<file path="src/hdl/i2c_slave_port_cfg.svh">
// register offsets, field positions and reset values of the two-wire slave port
`ifndef I2C_SLAVE_PORT_CFG_SVH
`define I2C_SLAVE_PORT_CFG_SVH
`define OFF_CR1 8'hD9
`define OFF_CR2 8'hDA
`define OFF_CR3 8'hDB
`define OFF_CR4 8'hDC
`define OFF_SAR 8'hDD
`define OFF_ST1 8'hE1
`define OFF_ST2 8'hE2
`define OFF_BD 8'hE3
`define OFF_SDHR 8'hE4
`define OFF_DR 8'hE5
`define OFF_SCLR 8'hE6
`define OFF_SCHR 8'hE7
`define REG_SPAN 15
`define RST_ZERO 8'h00
`define RST_ST1 8'h80
`define RST_BD 8'hFF
`define RST_SDHR 8'h01
`define RST_PERIOD 8'h3F
`define MODE_MSB 7
`define MODE_LSB 6
`define MODE_TWO_WIRE 2'h2
`define CR2_UNIT_EN 1
`define CR3_MASTER 7
`define CR4_ACK_EN 4
`define CR4_IRQ_EN 0
`define ST1_TX_EMPTY 7
`define ST2_GCALL 0
`define ST2_TEND 1
`define ST2_STOP 2
`define ST2_SSEL 3
`define ST2_RXACK 6
`define ST2_DIR 7
`define GCALL_BYTE 8'h00
`define HOLD_EXTRA 9'h002
`define PER_ADD_M1 10'h001
`define PER_ADD 10'h002
`endif

</file>
<file path="src/hdl/i2c_slave_port_pkg.sv">
// shared types of the two-wire slave port
package i2c_slave_port_pkg;
    typedef struct packed {
        logic scl;
        logic sda;
    } busPins_t;
    typedef struct packed {
        logic [7:0] addr;
        logic [7:0] wdata;
        logic wr;
        logic rd;
    } regReq_t;
    typedef enum logic [3:0] {
        S_IDLE, S_ADDR, S_ADDR_ACK, S_HOLD, S_TX, S_ACK_IN,
        S_RX, S_ACK_OUT, S_WAIT, S_STOPPED
    } slvState_t;
endpackage

</file>
<file path="src/hdl/i2c_slave_port.sv">
// two-wire slave port with register file, clock stretching and scl generator
// Notes on behaviour
// - after start, compare received byte to own address
// - general call byte 00 matches when enabled
// - general call enable: 0 ignore, 1 accept
// - mismatch returns idle until next start
// - match with ack enable: flag, stretch clock
// - match without ack enable: idle, no answer
// - hold scl until all sources cleared
// - after each data byte: transfer-end flag, hold scl
// - transmit nack: stop sending, await stop/start
// - receive acks only while ack enable set
// - repeated start restarts address reception anywhere
// - stop sets flag; writing zero returns idle
// - sda changes hold value plus two after fall
// - master scl high lasts four times plus two
// - master scl low lasts four times plus two
// - pins open drain, pulling low only
// - data address: write transmit, read receive buffer
// - hold resets 01, periods 3F, status one 80
`timescale 1ns/1ps
`include "i2c_slave_port_cfg.svh"
module i2c_slave_port (
    input wire logic sys_clk,
    input wire logic reset_n,
    input wire i2c_slave_port_pkg::regReq_t regReq,
    output logic [7:0] regRdData,
    input wire i2c_slave_port_pkg::busPins_t pinIn,
    output i2c_slave_port_pkg::busPins_t pinOut,
    output i2c_slave_port_pkg::busPins_t pinOe
);
    import i2c_slave_port_pkg::*;

    // reset value of each plain register
    function automatic logic [7:0] rstVal(input logic [7:0] a);
        case (a)
            `OFF_ST1: rstVal = `RST_ST1;
            `OFF_BD: rstVal = `RST_BD;
            `OFF_SDHR: rstVal = `RST_SDHR;
            `OFF_SCLR, `OFF_SCHR: rstVal = `RST_PERIOD;
            default: rstVal = `RST_ZERO;
        endcase
    endfunction

    // registers that simply store what software writes
    function automatic logic isPlain(input logic [7:0] a);
        isPlain = a inside {`OFF_CR1, `OFF_CR2, `OFF_CR3, `OFF_CR4, `OFF_SAR,
            `OFF_ST1, `OFF_BD, `OFF_SDHR, `OFF_SCLR, `OFF_SCHR};
    endfunction

    logic [7:0] regs_q [0:`REG_SPAN-1]; // plain storage by index
    logic [7:0] rdData_q; // read answer, valid one cycle
    logic [2:0] sclSync_q; // [0] first stage, [2] previous level
    logic [2:0] sdaSync_q;
    slvState_t state_q;
    slvState_t state_d;
    logic [3:0] bitCnt_q; // rising edges seen in this byte
    logic [7:0] shift_q; // shared shift register
    logic [7:0] rxBuf_q; // receive buffer
    logic [7:0] txBuf_q; // transmit buffer
    logic txEmpty_q; // transmit buffer consumed
    logic rw_q; // direction bit of address byte
    logic rxAck_q; // master acked last sent byte
    logic endAfter_q; // leave transfer after this hold
    logic [3:0] st2Src_q; // sticky event bits
    logic drvLow_q; // pending sda level
    logic sdaLow_q; // sda pulled low now
    logic [8:0] holdCnt_q; // cycles left before sda update
    logic genLow_q; // master scl phase
    logic [9:0] genCnt_q;

    // register decode
    wire [7:0] relAddr = regReq.addr - `OFF_CR1;
    wire [3:0] regIdx = relAddr[3:0];
    wire plainWr = regReq.wr && isPlain(regReq.addr);
    wire st2Wr = regReq.wr && (regReq.addr == `OFF_ST2);
    wire drWr = regReq.wr && (regReq.addr == `OFF_DR);

    // configuration views
    wire [7:0] cr1 = regs_q[4'h0];
    wire [7:0] cr2 = regs_q[4'h1];
    wire [7:0] cr3 = regs_q[4'h2];
    wire [7:0] cr4 = regs_q[4'h3];
    wire [7:0] sar = regs_q[4'h4];
    wire [7:0] st1 = regs_q[4'h8];
    wire [7:0] sdhr = regs_q[4'hB];
    wire [7:0] sclr = regs_q[4'hD];
    wire [7:0] schr = regs_q[4'hE];
    wire unitOn = (cr1[`MODE_MSB:`MODE_LSB] == `MODE_TWO_WIRE) && cr2[`CR2_UNIT_EN];
    wire masterOn = unitOn && cr3[`CR3_MASTER];
    wire ackEn = cr4[`CR4_ACK_EN];
    wire [6:0] ownAddr = sar[7:1];
    wire gcEn = sar[0];

    // pin events, read only from the second stage on
    wire sdaLvl = sdaSync_q[1];
    wire sclRise = sclSync_q[1] && !sclSync_q[2];
    wire sclFall = !sclSync_q[1] && sclSync_q[2];
    // start and stop while scl high
    wire startEv = sclSync_q[1] && sclSync_q[2] && sdaSync_q[2] && !sdaLvl;
    wire stopEv = sclSync_q[1] && sclSync_q[2] && !sdaSync_q[2] && sdaLvl;

    // transfer decode
    wire srcAny = |st2Src_q;
    wire stopSeen = unitOn && stopEv && (state_q != S_IDLE);
    wire addrByteDone = (state_q == S_ADDR) && sclFall && (bitCnt_q == 4'h8);
    // upper seven bits against own address
    wire ownHit = shift_q[7:1] == ownAddr;
    // zero byte counts only when enabled
    wire gcHit = gcEn && (shift_q == `GCALL_BYTE);
    wire addrMatch = ownHit || gcHit;
    wire addrAccept = addrByteDone && addrMatch && ackEn;
    wire byteDoneRx = (state_q == S_RX) && sclFall && (bitCnt_q == 4'h8);
    wire byteDoneTx = (state_q == S_TX) && sclFall && (bitCnt_q == 4'h8);
    wire txBitFall = (state_q == S_TX) && sclFall && (bitCnt_q != 4'h8);
    wire ackEnd = sclFall && (state_q inside {S_ADDR_ACK, S_ACK_IN, S_ACK_OUT});
    wire holdDone = (state_q == S_HOLD) && !srcAny;
    wire slaveHold = state_q == S_HOLD; // kept through the load cycle so sda and scl change on one edge
    wire txLoad = holdDone && rw_q && !endAfter_q;
    wire sdaKill = !unitOn || startEv || stopSeen || txLoad;
    wire sdaReq = addrAccept || byteDoneRx || byteDoneTx || ackEnd || txBitFall;
    wire sdaReqLow = addrAccept || (byteDoneRx && ackEn) || (txBitFall && !shift_q[6]);
    wire [8:0] holdLoad = {1'b0, sdhr} + `HOLD_EXTRA;

    // read multiplexer, holes read zero
    wire [7:0] st2View = {rw_q, rxAck_q, 2'h0, st2Src_q};
    wire [7:0] rdMux =
        (regReq.addr == `OFF_ST2) ? st2View :
        (regReq.addr == `OFF_DR) ? rxBuf_q :
        (regReq.addr == `OFF_ST1) ? {txEmpty_q, st1[6:0]} :
        isPlain(regReq.addr) ? regs_q[regIdx] : 8'h00;

    // plain register writes
    always_ff @(posedge sys_clk or negedge reset_n) begin
        if (!reset_n) begin
            for (int i = 0; i < `REG_SPAN; i++) begin
                regs_q[i] <= rstVal(8'(`OFF_CR1 + i));
            end
        end else if (plainWr) begin
            regs_q[regIdx] <= regReq.wdata;
        end
    end

    // read answer stands one cycle after the strobe only
    always_ff @(posedge sys_clk or negedge reset_n) begin
        if (!reset_n) begin
            rdData_q <= 8'h00;
        end else begin
            // reading the data address returns receive buffer
            rdData_q <= regReq.rd ? rdMux : 8'h00;
        end
    end

    // two-stage synchronisers plus previous level
    always_ff @(posedge sys_clk or negedge reset_n) begin
        if (!reset_n) begin
            sclSync_q <= 3'h7;
            sdaSync_q <= 3'h7;
        end else begin
            // pins pass two flops before use
            sclSync_q <= {sclSync_q[1:0], pinIn.scl};
            sdaSync_q <= {sdaSync_q[1:0], pinIn.sda};
        end
    end

    // next state; start and stop win over byte progress
    always_comb begin
        state_d = state_q;
        if (!unitOn) begin
            state_d = S_IDLE;
        end else if (startEv) begin
            state_d = S_ADDR;
        end else if (stopSeen) begin
            state_d = S_STOPPED;
        end else begin
            case (state_q)
                S_ADDR: begin
                    // no ack enable also drops to idle
                    if (addrByteDone) state_d = addrAccept ? S_ADDR_ACK : S_IDLE;
                end
                S_ADDR_ACK, S_ACK_IN, S_ACK_OUT: begin
                    if (sclFall) state_d = S_HOLD;
                end
                S_HOLD: begin
                    // nack or refused byte ends the transfer
                    if (!srcAny) state_d = endAfter_q ? S_WAIT : (rw_q ? S_TX : S_RX);
                end
                S_TX: begin
                    if (byteDoneTx) state_d = S_ACK_IN;
                end
                S_RX: begin
                    if (byteDoneRx) state_d = S_ACK_OUT;
                end
                S_STOPPED: begin
                    // idle once the stop bit is written to zero
                    if (!st2Src_q[`ST2_STOP]) state_d = S_IDLE;
                end
                default: state_d = state_q;
            endcase
        end
    end

    always_ff @(posedge sys_clk or negedge reset_n) begin
        if (!reset_n) state_q <= S_IDLE;
        else state_q <= state_d;
    end

    // bit counter and shift register
    always_ff @(posedge sys_clk or negedge reset_n) begin
        if (!reset_n) begin
            bitCnt_q <= 4'h0;
            shift_q <= 8'h00;
        end else if (startEv) begin
            bitCnt_q <= 4'h0;
        end else if (sclRise && (state_q inside {S_ADDR, S_RX, S_TX})) begin
            bitCnt_q <= bitCnt_q + 4'h1;
            // address and receive bits shift in msb first
            if (state_q != S_TX) shift_q <= {shift_q[6:0], sdaLvl};
        end else if (holdDone) begin
            bitCnt_q <= 4'h0;
            // transmit byte must already sit in the buffer
            if (rw_q) shift_q <= txBuf_q;
        end else if (txBitFall) begin
            shift_q <= {shift_q[6:0], 1'b0};
        end
    end

    // direction, ack status, end-of-transfer marker, receive buffer
    always_ff @(posedge sys_clk or negedge reset_n) begin
        if (!reset_n) begin
            rw_q <= 1'b0;
            rxAck_q <= 1'b0;
            endAfter_q <= 1'b0;
            rxBuf_q <= 8'h00;
        end else if (addrAccept) begin
            rw_q <= shift_q[0];
            endAfter_q <= 1'b0;
        end else if ((state_q == S_ACK_IN) && sclRise) begin
            // high ack bit means the master refused more
            rxAck_q <= !sdaLvl;
            endAfter_q <= sdaLvl;
        end else if (byteDoneRx) begin
            rxBuf_q <= shift_q;
            // without ack enable the byte goes unanswered
            endAfter_q <= !ackEn;
        end
    end

    // transmit buffer; empty flag set by load wins over a write
    always_ff @(posedge sys_clk or negedge reset_n) begin
        if (!reset_n) begin
            txBuf_q <= 8'h00;
            txEmpty_q <= 1'b1;
        end else begin
            // writing the data address fills transmit buffer
            if (drWr) txBuf_q <= regReq.wdata;
            txEmpty_q <= txLoad || (txEmpty_q && !drWr);
        end
    end

    // sticky event bits; hardware set wins over software clear
    wire [3:0] st2Set = {ackEnd && (state_q == S_ADDR_ACK), stopSeen,
        ackEnd && (state_q != S_ADDR_ACK), addrAccept && gcHit};
    wire [3:0] st2Kept = st2Wr ? (st2Src_q & regReq.wdata[3:0]) : st2Src_q;
    always_ff @(posedge sys_clk or negedge reset_n) begin
        if (!reset_n) begin
            st2Src_q <= 4'h0;
        end else if (!unitOn) begin
            st2Src_q <= 4'h0;
        end else begin
            // slave-selected flag after the address ack
            // transfer-end flag after every data byte
            st2Src_q <= st2Kept | st2Set;
        end
    end

    // sda update delayed after the scl fall; start, stop and load act at once
    always_ff @(posedge sys_clk or negedge reset_n) begin
        if (!reset_n) begin
            drvLow_q <= 1'b0;
            sdaLow_q <= 1'b0;
            holdCnt_q <= 9'h000;
        end else if (sdaKill) begin
            // first data bit goes out on the same edge that scl is let go
            sdaLow_q <= txLoad && !txBuf_q[7];
            drvLow_q <= txLoad && !txBuf_q[7];
            holdCnt_q <= 9'h000;
        end else if (sdaReq) begin
            // delay of hold value plus two cycles
            drvLow_q <= sdaReqLow;
            holdCnt_q <= holdLoad;
        end else if (holdCnt_q != 9'h000) begin
            holdCnt_q <= holdCnt_q - 9'h001;
            if (holdCnt_q == 9'h001) sdaLow_q <= drvLow_q;
        end
    end

    // master scl generator: phase length is four times period plus two
    wire [9:0] lowLoad = {sclr, 2'b00} + `PER_ADD_M1;
    wire [9:0] highLoad = {schr, 2'b00} + `PER_ADD_M1;
    always_ff @(posedge sys_clk or negedge reset_n) begin
        if (!reset_n) begin
            genLow_q <= 1'b0;
            genCnt_q <= 10'h000;
        end else if (!masterOn) begin
            genLow_q <= 1'b0;
            genCnt_q <= 10'h000;
        end else if (genCnt_q == 10'h000) begin
            genLow_q <= !genLow_q;
            genCnt_q <= genLow_q ? highLoad : lowLoad;
        end else begin
            genCnt_q <= genCnt_q - 10'h001;
        end
    end

    // open drain: output level fixed low, only enables move
    assign pinOut = '0;
    // scl held until sources cleared and byte loaded
    assign pinOe = {slaveHold || genLow_q, sdaLow_q};
    assign regRdData = rdData_q;

    // checking helpers: cycles since last sda request and phase length
    logic [8:0] sinceReq_q;
    logic [9:0] runLen_q;
    logic genSeen_q;
    always_ff @(posedge sys_clk or negedge reset_n) begin
        if (!reset_n) begin
            sinceReq_q <= 9'h1FF;
            runLen_q <= 10'h000;
            genSeen_q <= 1'b0;
        end else begin
            if (sdaReq) sinceReq_q <= 9'h001;
            else if (sinceReq_q != 9'h1FF) sinceReq_q <= sinceReq_q + 9'h001;
            runLen_q <= (genCnt_q == 10'h000) ? 10'h001 : runLen_q + 10'h001;
            genSeen_q <= masterOn && (genSeen_q || genCnt_q == 10'h000);
        end
    end
endmodule

</file>
<file path="config.mk">
export PLATFORM = sky130hd
export DESIGN_NAME = i2c_slave_port
export DESIGN_NICKNAME = d
export VERILOG_FILES = /design/src/hdl/i2c_slave_port_pkg.sv /design/src/hdl/i2c_slave_port.sv
export VERILOG_INCLUDE_DIRS = /design/src /design/src/hdl
export SDC_FILE = /design/constraint.sdc
export NUM_CORES = 1
export LEC_CHECK = 0
export ABC_AREA = 1
export BUFFER_PORTS_ARGS = -buffer_cell sky130_fd_sc_hd__buf_2
export CAP_MARGIN = 0
export CORE_ASPECT_RATIO = 1.4
export CORE_MARGIN = 5
export CORE_UTILIZATION = 45
export CTS_BUF_LIST = sky130_fd_sc_hd__clkbuf_4
export DETAILED_ROUTE_END_ITERATION = 12
export HOLD_SLACK_MARGIN = 0.12
export PLACE_DENSITY_LB_ADDON = 0.25
export SLEW_MARGIN = 30
export SYNTH_ARGS = -nofsm -noshare
export SYNTH_HDL_FRONTEND = slang
export SYNTH_SLANG_ARGS = --single-unit
</file>
<file path="constraint.sdc">
create_clock -name sys_clk -period 3.7 [get_ports sys_clk]
set_input_delay 0.37 -clock sys_clk [delete_from_list [all_inputs] [get_ports sys_clk]]
set_output_delay 0.37 -clock sys_clk [all_outputs]
set_load 0.05 [all_outputs]
</file>
# [Word level (Yosys, flattened, before mapping)]
# Index checks and enable logic that the tools add are counted.
[word_totals] regBits=196 in_bits=22
[op_classes] add_sub_neg=7 n_bitwise=6 muxes=51 reduce_logical=83 n_lt_le_gt_ge=2 eq_ne=38
[op_table] operator="$bwmux W120" count=1
[op_table] operator="$mux W8" count=13
[op_table] operator="$eq A8 B8 Y1 const B" count=12
[op_table] operator="$mux W4" count=15
[op_table] operator="$logic_and A1 B1 Y1" count=38
[op_table] operator="$bmux W8 S4" count=1
[op_table] operator="$demux W8 S4" count=1
[op_table] operator="$mux W10" count=3
[op_table] operator="$ne A5 B5 Y1 const B" count=6
[op_table] operator="$mux W9" count=3
[op_table] operator="$pmux W4 S6" count=1
[op_table] operator="$add A10 B1 Y10 const B" count=2
[op_table] operator="$reduce_bool A3 Y1" count=6
[op_table] operator="$eq A4 B3 Y1 const B" count=4
[op_table] operator="$logic_not A1 Y1" count=12
[op_table] operator="$logic_or A1 B1 Y1" count=12
[op_table] operator="$mux W1" count=11
[op_table] operator="$logic_not A10 Y1" count=1
[op_table] operator="$reduce_bool A10 Y1" count=1
[op_table] operator="$sub A10 B1 Y10 const B" count=1
[op_table] operator="$add A8 B2 Y9 const B" count=1
[op_table] operator="$eq A9 B1 Y1 const B" count=1
[op_table] operator="$ne A9 B1 Y1 const B" count=1
[op_table] operator="$reduce_bool A9 Y1" count=1
[op_table] operator="30 further kinds" count=39

# [Depth between registers and ports, before layout]
[depth] depth_word=12 depth_mapped=16

# [Least setup slack after synthesis]
# Ideal clock, no wire load.
[synth_path] path_kind="input-to-reg" startpoint="input port regReq[10] in the netlist's numbering" endpoint="register rdData_q[7] (netlist: regRdData[7])" t_required_ns=3.574 path_slack_ns=1.250 arrival_time_ns=2.325 path_buffers=4 path_stages=14 cell_sequence="buf_2 inv_2 clkbuf_1 ha_1 inv_1 clkbuf_1 clkbuf_1 o21ai_0 nand3_2 nand3_2 nand3_1 nand2_1 nand3_2 a21oi_2"
[synth_via] elab_chain_cells=10 elab_cells_between_ends=23 cone_classes="1 x add/sub; 12 x eq/ne; 8 x mux; 1 x bitwise; 1 x reduce/logical"
[synth_rtl] element="start: declaration" line="i2c_slave_port.sv:26" source="input wire i2c_slave_port_pkg::regReq_t regReq,"
[synth_rtl] element="$sub A4 B4 Y4 (no line)"
[synth_rtl] element="$not A4 Y5 (not written as such)" line="i2c_slave_port.sv:131" source="isPlain(regReq.addr) ? regs_q[regIdx] : 8'h00;"
[synth_rtl] element="$bmux W8 S4" line="i2c_slave_port.sv:131"
[synth_rtl] element="$mux W8 (not written as such) (2 in a row)" line="i2c_slave_port.sv:131"
[synth_rtl] element="$mux W8" line="i2c_slave_port.sv:131"
[synth_rtl] element="$mux W8" line="i2c_slave_port.sv:130" source="(regReq.addr == `OFF_ST1) ? {txEmpty_q, st1[6:0]} :"
[synth_rtl] element="$mux W8" line="i2c_slave_port.sv:129" source="(regReq.addr == `OFF_DR) ? rxBuf_q :"
[synth_rtl] element="$mux W8 *" line="i2c_slave_port.sv:128" source="(regReq.addr == `OFF_ST2) ? st2View :"
[synth_rtl] element="$mux W8 *" line="i2c_slave_port.sv:150" source="rdData_q <= regReq.rd ? rdMux : 8'h00;"
[synth_rtl] element="end signal: assignment" line="i2c_slave_port.sv:150"
[synth_rtl] element="end: declaration" line="i2c_slave_port.sv:52" source="logic [7:0] rdData_q;"
# Every way passes the cells marked *; elsewhere a longest branch is shown, timed or not. The select of a mux whose other input is x is not followed.
# A chain may end at the register's enable or synchronous reset.

==> flow_metrics.tcl <==
set metrics [dict create \
    multi_input_area_um2 4690 \
    avgSynthCellArea_um2 7.86 \
    numCtsBuffers 17 \
    yosysWarnings 0 \
    grt_setup_unrepaired "false" \
    drv_slew 0 \
    cts_root_buffer "clkbuf_4" \
    htreeDepth 4 \
    critPathArrivalTime_ps 1950 \
    fin_setup_tns_ps 0 \
    fmax_mhz 430 \
    synth-seq-cells 196 \
    seq_area_frac_synth_pct 47.4 \
    io_buffer_count 31 \
    place_inst 1617 \
    numClockSinks 196 \
    fill_cells 2298 \
    ys.flop_type "dfrtp_1" \
    num_io_pins 34 \
    antenna_left 0 \
    gp_congestion 0.928 \
    core.rowCount 66 \
    mostFrequentLayoutCells "nand2_1, dfrtp_1, o21ai_1" \
    ctsResizeCount 0 \
    stdcell_area_um2 11100 \
    grt_first_pass_wirelength_mm 44.8 \
    max_stage_delay_ps 460 \
    reg2reg_depth 12 \
    layout-drive-gt1-share_pct 11.8 \
    period_minus_slack_ps 2320 \
    power_density_nw_per_um2 358 \
    num_vias 8599 \
    die_width_um 139 \
    final.setup_skew_ps 23.2 \
    r2r-start "bitCnt_q[0]$_DFFE_PN0P_" \
    hold_path.class "input port to asynchronous set/reset pin" \
    initial_core_util_pct 45.2 \
    drt_iter0_markers 628 \
    avgRoutedWirePerCell_um 16.7 \
    synth_edf_count 0 \
    hold_viol_final 0 \
    worst_slew_pin_slew_ps 941 \
    die_h_um 190 \
    seq_area_um2 4940 \
    synth_area_um2 10400 \
    criticalPathCategory "register to primary output" \
    coreArea_um2 23000 \
    synthCells 1325 \
    drc 1 \
    endpoint_kind "primary output" \
    die-area_um2 26300 \
    irDropWorstVdd_v 0.000176 \
    cts_tree "done" \
    fin_cells 1659 \
    whs_ps 283 \
    reg2reg_to "holdCnt_q[6]$_DFFE_PN0P_" \
    grt_max_degree 71 \
    power.leakage_nw 5.33 \
    antenna_found_initial 1 \
    track_usage_pct 21.5 \
    synth.distinct_cells 43 \
    dpl.hpwl_mm 19.7 \
    place_area_um2 10700 \
    async_flop_share_pct 100 \
    vias_per_cell 5.18 \
    worstPathRequired_ps 3330 \
    violations "design-rule violations" \
    crit_top_cell "nand2_1" \
    cap_violations 0 \
    layout_commonest_cell "nand2_1" \
    relSlewSlack_pct 37.2 \
    grt_overflow 0 \
    r2r_slack_ps 1440 \
    dr.pass1.iters 9 \
    crit_chain "inv_2, nand2_1, nor2_2, nand2_1, nand2_1, buf_2" \
    nets 1372 \
    cp_slowest_cell "dfrtp_1" \
    startpoint_type "register" \
    cts_max_path_buffers 2 \
    setup_viol 0 \
    post_cts_buffers 0 \
    period_share_pct 62.8 \
    grt_pass1_vias 8224 \
    status "finished with violations" \
    cts.clk_slew.worst_paths_ps 160 \
    drt-total-wl_mm 27.7 \
    syn2layout_area_growth_pct 6.26 \
    crit_path_max_fanout 4 \
    clk-insertion-delay-late_ps 630 \
]
-- critical path: cells and delay by family (launching register included) --
| family | cells | cell delay [ps] |
|---|---|---|
| buf+inv | 2 | 350 |
| simple gates | 4 | 530 |
| flops | 1 | 460 |
-- area by class of cell --
type / count / share of cell area (%)
inverters: 113 / 3.83
clock inverters: 15 / 1.58
clock buffers: 17 / 1.15
diodes: 2 / 0.0452
multi-input cells: 962 / 42.4
well taps: 306 / 3.46
flip-flops and latches: 196 / 44.6
repair buffers: 48 / 2.93
-- registers in the layout, summed over array words and instances (netlist names), 8 cells and up --
name / cells
regs_q: 48
genCnt_q: 10
holdCnt_q: 9
cr1: 8
cr2: 8
cr3: 8
cr4: 8
regRdData: 8
rxBuf_q: 8
sar: 8
schr: 8
sclr: 8
sdhr: 8
shift_q: 8
st1: 8
txBuf_q: 8
-- through the flow --
stage | setup slack (ps) | power (mW) | utilization (%)
after global placement | 1280 | 2.73 | 46.4
final | 1380 | 3.97 | 48.1
after CTS | 1350 | 3.99 | 48.0
after floorplan | 1250 | 2.57 | -
after detailed placement | 1220 | 2.73 | 46.4
after global routing | 1210 | 4.14 | 48.1
-- power breakdown --
group | internal, mW | switching (mW) | leakage, nW | total, mW
Combinational | 0.131 | 0.312 | 2.54 | 0.443
Clock | 0.477 | 0.788 | 0.166 | 1.26
Sequential | 2.21 | 0.0449 | 2.62 | 2.26
Total | 2.82 | 1.15 | 5.33 | 3.97
-- worst max path at each step --
stage	slack, ps	depth (start not counted)	start	end
finish	1380	6	state_q[3]$_DFFE_PN0P_	pinOe[1]
global route	1210	11	bitCnt_q[0]$_DFFE_PN0P_	holdCnt_q[3]$_DFFE_PN0P_
CTS	1350	6	state_q[3]$_DFFE_PN0P_	pinOe[1]
detailed placement	1220	12	regReq[10]	regs_q[59]$_DFFE_PN0P_
global placement	1280	14	regReq[10]	sdhr[5]$_DFFE_PN0P_
floorplan	1250	14	regReq[10]	regRdData[7]$_DFF_PN0_
-- logic make-up after synthesis --
logic type | after synthesis | synth area share [%]
DFF | 196 | 47.4
muxes | 1 | 0.0961
xor gates and xnor gates | 18 | 1.87
and+or+nand+nor | 678 | 28.7
other | 1 | 0.0360
AOI/OAI and AO/OA | 251 | 12.8
adders and majority gates | 12 | 1.44
buffers and inverters | 168 | 7.59
-- repair_timing --
item,in CTS,in global routing
endpoints found under the setup margin,0,0
hold endpoints to repair,76,0
hold buffers,8,0
-- cells in the mapped netlist, types with 12 or more instances --
master	count	area, um^2
dfrtp_1	167	4180
o21ai_1	128	641
nand2_4	14	158
o21ai_0	72	360
inv_1	107	402
buf_6	16	180
dfstp_2	29	762
nor2_1	58	218
clkbuf_1	27	101
ha_1	12	150
nand3_1	87	435
xor2_1	13	114
a21oi_1	24	120
nand2_1	468	1760
-- metal layers --
| metal | GRT usage [%] | vias up | part of all wire, % |
|---|---|---|---|
| met2 | 37.1 | 158 | 50 |
| met1 | 27.5 | 4119 | 44 |
| met5 | 0 | - | 0 |
| met3 | 4.00 | 35 | 3.6 |
| met4 | 6.54 | 0 | 2.5 |
| li1 | - | 4287 | - |
(Power assumes the default switching activity.)
